**src/hw/pipc_pkg.sv**
```systemverilog
// package: register map, field positions and timing for the phy interrupt/power control block
package pipc_pkg;
    // register indices (printed offsets), byte address is four times the index
    localparam logic [7:0]  IDX_SPECIAL_CONTROL = 8'h11;
    localparam logic [7:0]  IDX_INT_ONE         = 8'h12;
    localparam logic [7:0]  IDX_INT_TWO         = 8'h13;
    localparam logic [7:0]  IDX_FALSE_CARRIER   = 8'h14;
    localparam logic [7:0]  IDX_RX_ERROR        = 8'h15;
    localparam logic [7:0]  IDX_PHY_INPUTS      = 8'h16;
    localparam int          ADDR_LSB            = 2;
    // reset values
    localparam logic [15:0] RST_SPECIAL_CONTROL = 16'h0108;
    localparam logic [15:0] RST_INT_ONE         = 16'h0000;
    localparam logic [15:0] RST_INT_TWO         = 16'h0000;
    // special control field positions
    localparam int          SC_CLK_DIS   = 15;
    localparam int          SC_PS_EN     = 14;
    localparam int          SC_PS_HI     = 13;
    localparam int          SC_PS_LO     = 12;
    localparam int          SC_SCR_BYP   = 11;
    localparam int          SC_FIFO_HI   = 9;
    localparam int          SC_FIFO_LO   = 8;
    localparam int          SC_COL_FD    = 4;
    localparam int          SC_INT_POL   = 3;
    localparam int          SC_TEST_INT  = 2;
    localparam int          SC_INT_EN    = 1;
    localparam int          SC_INT_OE    = 0;
    localparam logic [15:0] SC_WMASK     = 16'hff1f;
    // power save selection codes
    localparam logic [1:0]  PS_NORMAL       = 2'h0;
    localparam logic [1:0]  PS_ACTIVE_SLEEP = 2'h2;
    // loopback fifo depths in nibbles for codes 0..3
    localparam logic [3:0]  FIFO_D0 = 4'h4;
    localparam logic [3:0]  FIFO_D1 = 4'h5;
    localparam logic [3:0]  FIFO_D2 = 4'h6;
    localparam logic [3:0]  FIFO_D3 = 4'h8;
    // pending flags start eight bits above their enables
    localparam int          PEND_SHIFT = 8;
    localparam logic [7:0]  HALF_FULL  = 8'h7f;
    localparam logic [7:0]  CNT_MAX    = 8'hff;
    // timing
    localparam longint      CLK_HZ         = 50_000_000;
    localparam longint      NLP_PERIOD_MS  = 1400;
    localparam longint      NLP_CYCLES     = (CLK_HZ * NLP_PERIOD_MS) / 1000;
    // sleep state machine
    typedef enum logic [0:0] {PIPC_AWAKE, PIPC_SLEEP} pipc_sleep_t;
endpackage

```
**src/hw/pipc_event_counter.sv**
```systemverilog
// saturating 8-bit event counter with read clear and half-full event
`timescale 1ns/100ps
`default_nettype none
module pipc_event_counter (
    // clock and reset
    input  wire logic       hclk,
    input  wire logic       hresetn,
    // event and clear
    input  wire logic       event_in,
    input  wire logic       rd_clear,
    // state
    output logic [7:0]      count,
    output logic            half_full_evt
);
    import pipc_pkg::*;
    logic [7:0] cnt_q;
    logic [7:0] cnt_d;
    // saturate at max, a read clears but an event in the same cycle counts one
    assign cnt_d = rd_clear ? {7'h00, event_in}
                 : (event_in && cnt_q != CNT_MAX) ? cnt_q + 8'h01 : cnt_q;
    // pulse when the count first passes half full
    assign half_full_evt = (cnt_d > HALF_FULL) && !(cnt_q > HALF_FULL);
    assign count = cnt_q;
    always_ff @(posedge hclk or negedge hresetn) begin
        if (!hresetn) begin
            cnt_q <= 8'h00;
        end else begin
            cnt_q <= cnt_d;
        end
    end
    // a read clear resets count unless an event lands that same cycle
    property p_cnt_clear;
        @(posedge hclk) disable iff (!hresetn)
        rd_clear && !event_in |=> cnt_q == 8'h00;
    endproperty
    a_cnt_clear: assert property (p_cnt_clear) else $error("counter not cleared by read");
endmodule
`default_nettype wire

```
**src/hw/pipc_top.sv**
```systemverilog
// top: phy special control, interrupt status/enable registers and interrupt pin over ahb-lite
// Functional notes
// - clock disable acts only while in standard power-down.
// - power save enable applies selection: 0 normal, 1 reserved, 2 active sleep.
// - active sleep powers down all but management and energy detect, pulses every 1.4 s.
// - scrambler bit set bypasses scrambler and descrambler.
// - far-end loopback passes nibbles through the elastic fifo of that depth.
// - collision output in half duplex, also full duplex when its bit is set.
// - polarity 1 (reset) idles high, active low; 0 idles low, active high.
// - test interrupt bit raises an interrupt for as long as it is set.
// - master enable gates event interrupts, each by its own enable.
// - output enable 0 makes the shared pin a power-down input, 1 an interrupt output.
// - link, speed, duplex changes set read-to-clear flags.
// - link quality change with link up, and energy change, set flags.
// - auto-negotiation complete sets a flag held until read.
// - false carrier counter above half full sets a flag.
// - receive error counter above half full sets a flag.
// - low eight bits are read/write enables reset 0, matching flags eight higher.
// - counter is half full once above 7fh, raising its event.
//
// Our own choice: register access over AHB-Lite.
`timescale 1ns/100ps
`default_nettype none
module pipc_top #(
    parameter longint NLP_CYCLES_P = pipc_pkg::NLP_CYCLES
) (
    // ahb-lite slave
    input  wire logic        hclk,
    input  wire logic        hresetn,
    input  wire logic        hsel,
    input  wire logic [31:0] haddr,
    input  wire logic [1:0]  htrans,
    input  wire logic        hwrite,
    input  wire logic [2:0]  hsize,
    input  wire logic [31:0] hwdata,
    input  wire logic        hready,
    output logic [31:0]      hrdata,
    output logic             hreadyout,
    output logic             hresp,
    // phy status inputs
    input  wire logic        link_up,
    input  wire logic        speed_10,
    input  wire logic        full_duplex,
    input  wire logic        link_quality_good,
    input  wire logic        energy_detect,
    input  wire logic        an_complete,
    input  wire logic        false_carrier_evt,
    input  wire logic        rx_error_evt,
    input  wire logic        collision_raw,
    input  wire logic        ieee_power_down,
    input  wire logic        far_end_loopback,
    // loopback nibbles
    input  wire logic [3:0]  lb_rx_nibble,
    input  wire logic        lb_rx_valid,
    input  wire logic        lb_tx_take,
    output logic [3:0]       lb_tx_nibble,
    output logic             lb_tx_valid,
    // power and datapath controls
    output logic             clk_disable,
    output logic             sleep_power_down,
    output logic             nlp_pulse,
    output logic             scrambler_bypass,
    output logic [3:0]       lb_fifo_depth,
    output logic             collision_out,
    // shared interrupt or power-down pin
    input  wire logic        intr_pd_in,
    output logic             intr_pd_out,
    output logic             intr_pd_oe,
    output logic             pin_power_down
);
    import pipc_pkg::*;

    logic [15:0] sc_q;
    logic [7:0]  pend_q;
    logic [7:0]  ena_q;
    logic [7:0]  pend_d;
    logic [15:0] int_two_q;
    logic        ph_valid_q;
    logic        ph_write_q;
    logic [7:0]  ph_idx_q;
    logic        link_q;
    logic        speed_q;
    logic        dup_q;
    logic        qual_q;
    logic        energy_q;
    logic        an_q;
    logic [7:0]  fc_count;
    logic [7:0]  re_count;
    logic        fc_half;
    logic        re_half;
    logic [31:0] nlp_cnt_q;
    logic [31:0] hrdata_q;
    logic [3:0]  fifo_q [8];
    logic [2:0]  wr_ptr_q;
    logic [2:0]  rd_ptr_q;
    logic [3:0]  fill_q;
    pipc_sleep_t sleep_q;

    // address phase decode
    wire         take     = hsel && hready && htrans[1];
    wire [7:0]   take_idx = haddr[ADDR_LSB+7:ADDR_LSB];
    wire         wr_sc    = ph_valid_q && ph_write_q && ph_idx_q == IDX_SPECIAL_CONTROL;
    wire         wr_one   = ph_valid_q && ph_write_q && ph_idx_q == IDX_INT_ONE;
    wire         wr_two   = ph_valid_q && ph_write_q && ph_idx_q == IDX_INT_TWO;
    wire         rd_one   = take && !hwrite && take_idx == IDX_INT_ONE;
    wire         rd_fc    = take && !hwrite && take_idx == IDX_FALSE_CARRIER;
    wire         rd_re    = take && !hwrite && take_idx == IDX_RX_ERROR;

    // address phase register, zero wait state slave
    always_ff @(posedge hclk or negedge hresetn) begin
        if (!hresetn) begin
            ph_valid_q <= 1'b0;
            ph_write_q <= 1'b0;
            ph_idx_q   <= 8'h00;
        end else begin
            ph_valid_q <= take;
            ph_write_q <= hwrite;
            ph_idx_q   <= take_idx;
        end
    end
    assign hreadyout = 1'b1;
    assign hresp     = 1'b0;

    // control register write, reserved bits stay zero
    always_ff @(posedge hclk or negedge hresetn) begin
        if (!hresetn) begin
            sc_q      <= RST_SPECIAL_CONTROL;
            ena_q     <= RST_INT_ONE[7:0];
            int_two_q <= RST_INT_TWO;
        end else begin
            if (wr_sc) sc_q <= hwdata[15:0] & SC_WMASK;
            if (wr_one) ena_q <= hwdata[7:0];
            if (wr_two) int_two_q <= {8'h00, hwdata[7:0]};
        end
    end

    // event counters for false carrier and receive error
    pipc_event_counter u_fc (
        .hclk          (hclk),
        .hresetn       (hresetn),
        .event_in      (false_carrier_evt),
        .rd_clear      (rd_fc),
        .count         (fc_count),
        .half_full_evt (fc_half)
    );
    pipc_event_counter u_re (
        .hclk          (hclk),
        .hresetn       (hresetn),
        .event_in      (rx_error_evt),
        .rd_clear      (rd_re),
        .count         (re_count),
        .half_full_evt (re_half)
    );

    // events in flag order: quality, energy, link, speed, duplex, an, fc, re
    wire [7:0] evt = {
        (link_quality_good != qual_q) && link_up,
        energy_detect != energy_q,
        link_up != link_q,
        speed_10 != speed_q,
        full_duplex != dup_q,
        an_complete && !an_q,
        fc_half,
        re_half
    };
    // read clears flags, a same-cycle event wins
    assign pend_d = (rd_one ? 8'h00 : pend_q) | evt;

    // status history and pending flags
    always_ff @(posedge hclk or negedge hresetn) begin
        if (!hresetn) begin
            pend_q   <= RST_INT_ONE[15:8];
            link_q   <= 1'b0;
            speed_q  <= 1'b0;
            dup_q    <= 1'b0;
            qual_q   <= 1'b0;
            energy_q <= 1'b0;
            an_q     <= 1'b0;
        end else begin
            pend_q   <= pend_d;
            link_q   <= link_up;
            speed_q  <= speed_10;
            dup_q    <= full_duplex;
            qual_q   <= link_quality_good;
            energy_q <= energy_detect;
            an_q     <= an_complete;
        end
    end

    // read data mux
    wire [15:0] rd_word =
        (take_idx == IDX_SPECIAL_CONTROL) ? sc_q :
        (take_idx == IDX_INT_ONE)         ? {pend_q, ena_q} :
        (take_idx == IDX_INT_TWO)         ? int_two_q :
        (take_idx == IDX_FALSE_CARRIER)   ? {8'h00, fc_count} :
        (take_idx == IDX_RX_ERROR)        ? {8'h00, re_count} :
        (take_idx == IDX_PHY_INPUTS)      ? {9'h000, sleep_q == PIPC_SLEEP, an_complete,
                                             energy_detect, link_quality_good, full_duplex,
                                             speed_10, link_up} : 16'h0000;
    always_ff @(posedge hclk or negedge hresetn) begin
        if (!hresetn) begin
            hrdata_q <= 32'h0000_0000;
        end else if (take && !hwrite) begin
            hrdata_q <= {16'h0000, rd_word};
        end
    end
    assign hrdata = hrdata_q;

    // interrupt generation
    wire ps_sel_sleep = sc_q[SC_PS_EN] && sc_q[SC_PS_HI:SC_PS_LO] == PS_ACTIVE_SLEEP;
    wire event_int    = sc_q[SC_INT_EN] && |(pend_q & ena_q);
    wire int_active   = sc_q[SC_INT_OE] && (event_int || sc_q[SC_TEST_INT]);
    assign intr_pd_oe     = sc_q[SC_INT_OE];
    assign intr_pd_out    = int_active ? !sc_q[SC_INT_POL] : sc_q[SC_INT_POL];
    assign pin_power_down = !sc_q[SC_INT_OE] && !intr_pd_in;

    // controls into the phy
    assign clk_disable      = sc_q[SC_CLK_DIS] && ieee_power_down;
    assign scrambler_bypass = sc_q[SC_SCR_BYP];
    assign collision_out    = collision_raw && (!full_duplex || sc_q[SC_COL_FD]);
    assign lb_fifo_depth    = (sc_q[SC_FIFO_HI:SC_FIFO_LO] == 2'h0) ? FIFO_D0 :
                              (sc_q[SC_FIFO_HI:SC_FIFO_LO] == 2'h1) ? FIFO_D1 :
                              (sc_q[SC_FIFO_HI:SC_FIFO_LO] == 2'h2) ? FIFO_D2 : FIFO_D3;

    // active sleep: wake on energy, nlp every period
    wire nlp_wrap = nlp_cnt_q == 32'(NLP_CYCLES_P - 1);
    always_ff @(posedge hclk or negedge hresetn) begin
        if (!hresetn) begin
            sleep_q   <= PIPC_AWAKE;
            nlp_cnt_q <= 32'h0000_0000;
        end else begin
            case (sleep_q)
                PIPC_AWAKE: begin
                    nlp_cnt_q <= 32'h0000_0000;
                    if (ps_sel_sleep && !energy_detect) sleep_q <= PIPC_SLEEP;
                end
                PIPC_SLEEP: begin
                    nlp_cnt_q <= nlp_wrap ? 32'h0000_0000 : nlp_cnt_q + 32'h0000_0001;
                    if (energy_detect || !ps_sel_sleep) sleep_q <= PIPC_AWAKE;
                end
                default: sleep_q <= PIPC_AWAKE;
            endcase
        end
    end
    assign sleep_power_down = sleep_q == PIPC_SLEEP;
    assign nlp_pulse        = sleep_q == PIPC_SLEEP && nlp_wrap;

    // far-end loopback elastic fifo, released once filled to the chosen depth
    wire lb_push = far_end_loopback && lb_rx_valid && fill_q < 4'h8;
    wire lb_pop  = lb_tx_valid && lb_tx_take;
    // next fill drives valid, so a pop never runs past empty
    wire [3:0] fill_d = fill_q + {3'h0, lb_push} - {3'h0, lb_pop};
    always_ff @(posedge hclk or negedge hresetn) begin
        if (!hresetn) begin
            wr_ptr_q    <= 3'h0;
            rd_ptr_q    <= 3'h0;
            fill_q      <= 4'h0;
            lb_tx_valid <= 1'b0;
        end else if (!far_end_loopback) begin
            wr_ptr_q    <= 3'h0;
            rd_ptr_q    <= 3'h0;
            fill_q      <= 4'h0;
            lb_tx_valid <= 1'b0;
        end else begin
            if (lb_push) wr_ptr_q <= wr_ptr_q + 3'h1;
            if (lb_pop) rd_ptr_q <= rd_ptr_q + 3'h1;
            fill_q <= fill_d;
            if (fill_d >= lb_fifo_depth) lb_tx_valid <= 1'b1;
            else if (fill_d == 4'h0) lb_tx_valid <= 1'b0;
        end
    end
    always_ff @(posedge hclk) begin
        if (lb_push) fifo_q[wr_ptr_q] <= lb_rx_nibble;
    end
    assign lb_tx_nibble = fifo_q[rd_ptr_q];

    // checks
    property p_rd_clear;
        @(posedge hclk) disable iff (!hresetn)
        rd_one && evt == 8'h00 |=> pend_q == 8'h00;
    endproperty
    a_rd_clear: assert property (p_rd_clear) else $error("flags survived read");
    property p_set_wins;
        @(posedge hclk) disable iff (!hresetn)
        rd_one && evt[2] |=> pend_q[2];
    endproperty
    a_set_wins: assert property (p_set_wins) else $error("event lost at clear");
    property p_pol;
        @(posedge hclk) disable iff (!hresetn)
        !sc_q[SC_TEST_INT] && !sc_q[SC_INT_EN] |-> intr_pd_out == sc_q[SC_INT_POL];
    endproperty
    a_pol: assert property (p_pol) else $error("idle level wrong");
    property p_test;
        @(posedge hclk) disable iff (!hresetn)
        sc_q[SC_TEST_INT] && sc_q[SC_INT_OE] |-> intr_pd_out != sc_q[SC_INT_POL];
    endproperty
    a_test: assert property (p_test) else $error("test interrupt missing");
    property p_master;
        @(posedge hclk) disable iff (!hresetn)
        !sc_q[SC_INT_EN] && !sc_q[SC_TEST_INT] |-> !int_active;
    endproperty
    a_master: assert property (p_master) else $error("ungated interrupt");
    property p_event_int;
        @(posedge hclk) disable iff (!hresetn)
        $rose(pend_q[5]) && ena_q[5] && sc_q[SC_INT_EN] && sc_q[SC_INT_OE] |-> int_active;
    endproperty
    a_event_int: assert property (p_event_int) else $error("link interrupt missing");
    property p_pin;
        @(posedge hclk) disable iff (!hresetn)
        (intr_pd_oe == sc_q[SC_INT_OE]) && !(intr_pd_oe && pin_power_down);
    endproperty
    a_pin: assert property (p_pin) else $error("shared pin role wrong");
    property p_col;
        @(posedge hclk) disable iff (!hresetn)
        full_duplex && !sc_q[SC_COL_FD] |-> !collision_out;
    endproperty
    a_col: assert property (p_col) else $error("collision in full duplex");
    property p_wake;
        @(posedge hclk) disable iff (!hresetn)
        sleep_q == PIPC_SLEEP && energy_detect |=> sleep_q == PIPC_AWAKE;
    endproperty
    a_wake: assert property (p_wake) else $error("no wake on partner");
    c_sleep: cover property (@(posedge hclk) disable iff (!hresetn) sleep_q == PIPC_SLEEP);
    c_int: cover property (@(posedge hclk) disable iff (!hresetn) event_int && sc_q[SC_INT_OE]);
    c_lb: cover property (@(posedge hclk) disable iff (!hresetn) lb_pop);
endmodule
`default_nettype wire

```
**config.mk**
```make
export PLATFORM = sky130hd
export DESIGN_NAME = pipc_top
export DESIGN_NICKNAME = d
export VERILOG_FILES = /design/src/hw/pipc_pkg.sv /design/src/hw/pipc_event_counter.sv /design/src/hw/pipc_top.sv
export SDC_FILE = /design/constraint.sdc
export NUM_CORES = 1
export LEC_CHECK = 0
export ABC_AREA = 1
export BUFFER_PORTS_ARGS = -buffer_cell sky130_fd_sc_hd__buf_2
export CORE_MARGIN = 5
export CORE_UTILIZATION = 40
export CTS_BUF_LIST = sky130_fd_sc_hd__clkbuf_2 sky130_fd_sc_hd__clkbuf_4 sky130_fd_sc_hd__clkbuf_8
export DETAILED_ROUTE_END_ITERATION = 6
export SYNTH_ARGS = -nofsm -noshare
export SYNTH_HDL_FRONTEND = slang
export SYNTH_SLANG_ARGS = --single-unit
```
**constraint.sdc**
```tcl
create_clock -name hclk -period 3.1 [get_ports hclk]
set_input_delay 0.155 -clock hclk [delete_from_list [all_inputs] [get_ports hclk]]
set_output_delay 0.155 -clock hclk [all_outputs]
set_load 0.02 [all_outputs]
```
[Word level (Yosys, flattened, before mapping)]
Memory sizes are Yosys's and may differ from the RTL's.
Index checks and enable logic that the tools add are counted.
Storage, ports and cells
  register bits: 129
  memory bits (writable): 32
  word-level logic and storage cells: 135
  memories: 1
Memory list
  fifo_q: depth 8, width 4, read ports 1, clocked after memory_dff 0, wr ports 1, RTL line pipc_top.sv:93  | logic [3:0] fifo_q [8];
Cells by class
  add/sub/neg operators: 7
  magnitude comparators: 6
  equality and inequality tests: 23
  multiplexer cells: 30
  bitwise operators: 3
  reductions and logical operators: 43
Operators by type and width (count)
  8-bit by 5-bit == test with 1-bit output (second input constant): 9
  8-bit 2-to-1 mux: 8
  32-bit one-hot mux with 2 select lines: 1
  32-bit by 1-bit adder with 32-bit output (second input constant): 1
  32-bit by 27-bit == test with 1-bit output (second input constant): 1
  8-bit by 7-bit > comparator with 1-bit output (second input constant): 4
  16-bit 2-to-1 mux: 2
  32-bit 2-to-1 mux: 1
  1-bit logical AND: 27
  8-bit by 1-bit adder with 8-bit output (second input constant): 2
  4-bit 2-to-1 mux: 4
  8-bit inequality test (second input constant): 2
  3-bit 2-to-1 mux: 4
  1-bit zero test: 10
  8-bit AND: 1
  1-bit 2-to-1 mux: 8
  8-bit bitwise OR: 1
  8-bit OR reduction: 1
  7-bit 2-to-1 mux: 1
  3-bit by 1-bit adder with 3-bit output (second input constant): 2
  1-bit inequality test: 5
  4-bit by 1-bit adder with 4-bit output: 1
  2-bit == test (second input constant): 2
  4-bit greater-or-equal comparator: 1
  other kinds (10): 13

[Longest topological paths before layout]
  depth in word-level cells: 8
  mapped depth: 15
  gate-level depth less buffers: 15

[Modules after synthesis]
From an unflattened synthesis, not the netlist that was laid out.
Unflattened totals
  cells, all modules: 1055
  area, all modules: 8451.9 um2
By module, submodules not included
  pipc_top: times used 1, cells an instance 905, area each 7373.3 um2, sequential area each 3791.1 um2
  pipc_event_counter: times used 2, cells an instance 75, area each 539.3 um2, sequential area each 200.2 um2

[Worst setup path before layout]
No wires, ideal clock.
  path type: flip-flop to flip-flop
  start: reg lb_tx_valid
  end: reg lb_tx_valid
  setup time: 65 ps
  data arrival time: 2422 ps
  slack: 613 ps
  stages on the path, launching flop included: 15
  cell sequence: dfrtp_1 -> nand2_1 -> inv_1 -> ha_1 -> inv_1 -> ha_1 -> fa_1 -> ha_1 -> inv_1 -> nor2_1 -> o211ai_1 -> nand3_1 -> nor2_1 -> nand3_1 -> nand2_1
Between the ends
  cells in the longest elaborated chain, start to end: 5
RTL lines
  start, declared: RTL line pipc_top.sv:57  | output logic lb_tx_valid,
  start signal, assigned: RTL line pipc_top.sv:258  | lb_tx_valid <= 1'b0;
  start signal, assigned: RTL line pipc_top.sv:263  | lb_tx_valid <= 1'b0;
  start signal, assigned: RTL line pipc_top.sv:268  | if (fill_d >= lb_fifo_depth) lb_tx_valid <= 1'b1;
  1-bit logical AND (*): RTL line pipc_top.sv:250  | wire lb_pop = lb_tx_valid && lb_tx_take;
  4-bit by 1-bit subtractor with 4-bit output (*): RTL line pipc_top.sv:252  | wire [3:0] fill_d = fill_q + {3'h0, lb_push} - {3'h0, lb_pop};
  4-bit greater-or-equal comparator: RTL line pipc_top.sv:268
  1-bit 2-to-1 mux: RTL line pipc_top.sv:268
  1-bit 2-to-1 mux: RTL line pipc_top.sv:259  | end else if (!far_end_loopback) begin
Mark *: on every way between the ends. The rest lies on a longest branch, timed or not.
A chain may end at the register's enable or synchronous reset.

[Final worst setup path]
Same ends and word-level chain as after synthesis.

==> flow_summary.yaml <==
run_status:
  outcome: "finished, final reports clean"
detailed_routing:
  drt-vias-per-instance: 4.77
  routed_wl_um: 19900
  vias: 6625
  drc: 0
  ant_nets: 0
  firstDrtPassIters: 5
  wl_per_cell_um: 14.4
  initialDrtViolationCount: 438
clocking:
  cts_sinks: 161
  cts_tree: "built"
  cts.repair.resized: 0
  cts_root_buf: "clkbuf_8"
  h-tree-depth: 4
  cts.clk_slew.worst_paths_ns: 0.09
  cts_setup_buffers: 0
  numCtsBuffers: 17
  clock_path_buffers: 2
  insertion_delay_ns: 0.45
setup_path:
  crit_slowest_cell: "fa_1"
  crit_type: "reg2reg"
  required_ns: 3.50
  r2r_start: "lb_tx_valid$_DFFE_PN0P_"
  r2r_end: "lb_tx_valid$_DFFE_PN0P_"
  slowest_delay_ns: 0.49
  rrSetupSlack_ns: 0.57
  crit_path_cell_trace: "nand2_1 -> inv_1 -> ha_1 -> inv_1 -> ha_1 -> fa_1 -> ha_1 -> inv_1 -> nor2_1 -> o211ai_1 -> nand3_1 -> nor2_1 -> nand3_1 -> nand2_1"
  critPathLaunchType: "flip-flop"
  arrival_ns: 2.93
  crit_fanout: 4
  crit_path_start: "lb_tx_valid$_DFFE_PN0P_"
  crit_path_end_kind: "flip-flop"
  r2r_cells: 14
floorplan:
  num_rows: 52
  ios: 143
  core-area_um2: 20300
  fp.dieW_um: 154
  initial_core_util_pct: 40.7
  die_h_um: 154
  die_area_um2: 23600
logic_synthesis:
  synth_edf_count: 32
  synthFlopType: "dfrtp_1"
  yosysWarnings: 0
  avgSynthCellArea_um2: 8.42
  synth-async-reset-ratio_pct: 80.1
  ys_seq_area_share_pct: 50.7
  synth_cells: 981
  synth.distinct_cells: 46
  ys_seq_elements: 161
  syn_area_um2: 8260
final_layout:
  n_fill_cell: 1977
  seq_area_um2: 4190
  diodes: 0
  drive_above_1_share_pct: 14.8
  mostFrequentLayoutCells: "228 x nand2_1, 144 x nor2_1, 127 x dfrtp_1"
  utilization_pct: 47.8
  multi_input_area_um2: 3440
  areaGrowthSynthToFinish_pct: 17.3
  final_common_cell: "nand2_1"
  finalNetCount: 1211
power:
  p_total_mw: 5.13
  p_int_mw: 3.49
  p_sw_mw: 1.64
  p_leak_nw: 4.61
  clkPwrFrac_pct: 31.0
  swShare_pct: 32.0
  p_per_area_nw_per_um2: 529
  p_seq_share_pct: 48.5
  peakVddDrop_v: 0.000341
  power_frac_comb_pct: 20.5
timing:
  rsz0062_at_grt: "false"
  hold_violations: 0
  min_period_over_period_pct: 81.7
  max_slew.worst_pin.slew_ns: 0.814
  fmax_ghz: 0.395
  final_max_slew_viol_count: 0
  relSlewSlack_pct: 45.7
  skew_ns: 0.0109
  min_period_ns: 2.53
  setup_viol: 0
  layout_setup_ws_ns: 0.568
  setup_tns_ns: 0
global_route:
  grt_max_degree: 87
  grt_pass1_wl_um: 32600
  antenna_found_initial: 0
  grt_pass1_vias: 6379
  grt_util_all_layers_pct: 16.9
  overflow: 0
min_path:
  hp-start: "lb_rx_valid"
  hold_class: "in2reg"
  holdPathEnd: "wr_ptr_q[2]$_DFFE_PN0P_"
  min_path_cells: 3
placed_design:
  place_ws_ns: 0.591
  dp_hpwl_um: 14600
  gp_congestion: 0.920
  port_buffers: 80
run:
  maxCapViolations: 0
-- registers in the layout, summed over array words and instances (netlist names), 3 cells and up --
signal and count:
rd_ptr_q 3, hrdata 16, ena_q 8, u_re.count 8, wr_ptr_q 3, fill_q 4, sc_q 13, pend_q 8
nlp_cnt_q 32, u_fc.count 8, int_two_q 8, ph_idx_q 8, fifo_q 32
-- through the flow --
step                area (um2)  hold WS (ns)  instances
floorplan                 8320        -0.141        997
global placement          8870         0.276       1314
global route              9690        0.0190       1388
detailed placement        8870         0.278       1314
CTS                       9690       0.00868       1388
finish                    9690        0.0375       1388
-- worst max path at each step --
stage / endpoint / slack, ns / cells after the start
finish: lb_tx_valid$_DFFE_PN0P_ / 0.57 / 14
global placement: lb_tx_valid$_DFFE_PN0P_ / 0.58 / 14
detailed placement: lb_tx_valid$_DFFE_PN0P_ / 0.59 / 14
global route: lb_tx_valid$_DFFE_PN0P_ / 0.31 / 13
CTS: lb_tx_valid$_DFFE_PN0P_ / 0.55 / 14
floorplan: lb_tx_valid$_DFFE_PN0P_ / 0.61 / 14
-- routing by layer --
metal,track usage (%),wire length [um],vias to the layer above
li1,-,-,3375
met4,4.46,294,0
met5,0,0,-
met3,3.09,759,20
met1,23.0,9230,3096
met2,28.1,9650,134
-- power by group through the flow --
stage               logic (mW)  registers [mW]  clock network, mW
floorplan                0.769            2.49                  0
global placement         0.992            2.53                  0
detailed placement        1.02            2.53                  0
CTS                       1.07            2.49               1.63
global route              1.21            2.51               1.72
finish                    1.05            2.49               1.59
-- area by class of cell --
type                       count  share of cell area (%)
clock buffer                  17                    2.41
clock inverter                15                    1.77
inverter                     117                    4.53
multi-input combinational    681                    35.5
sequential                   161                    43.2
tap                          270                    3.49
timing repair buffer         127                    9.05
-- what timing repair did --
item / CTS / global route
hold buffers: 42 / 0
hold endpoints to repair: 167 / 0
endpoints found under the setup margin: 0 / 0
-- critical path: cells and delay by family, from the launching register on --
kind | cells | cell delay (ns)
adders and majority gates | 4 | 1.26
and+or+nand+nor | 6 | 0.49
DFF | 1 | 0.41
buffers and inverters | 3 | 0.18
AOI/OAI and AO/OA | 1 | 0.14
-- synth_stat cells, types with 13 or more instances --
cell type  count  share of area [%]
a21oi_1       16               0.97
buf_4         20                1.8
dfrtp_1      127                 38
edfxtp_1      32                 12
ha_1          13                2.0
inv_1        105                4.8
nand2_1      228                 10
nand3_1       72                4.4
nand4_1       18                1.4
nor2_1       144                6.5
nor3_1        28                1.7
o21ai_0       27                1.6
o21ai_1       16               0.97
xor2_1        27                2.9
-- kinds of logic (layout without fill, tap and decap cells) --
kind of cell / count (synthesis) / after routing / synth area share, %
fa+ha+maj: 14 / 14 / 2.21
flops: 161 / 161 / 50.7
xor+xnor: 37 / 37 / 3.92
other cells: 2 / 18 / 0.0909
buf+inv: 155 / 276 / 8.32
compound gates: 95 / 95 / 7.30
simple gates: 517 / 517 / 27.4
Note: power is estimated with default switching activity, not from simulation.
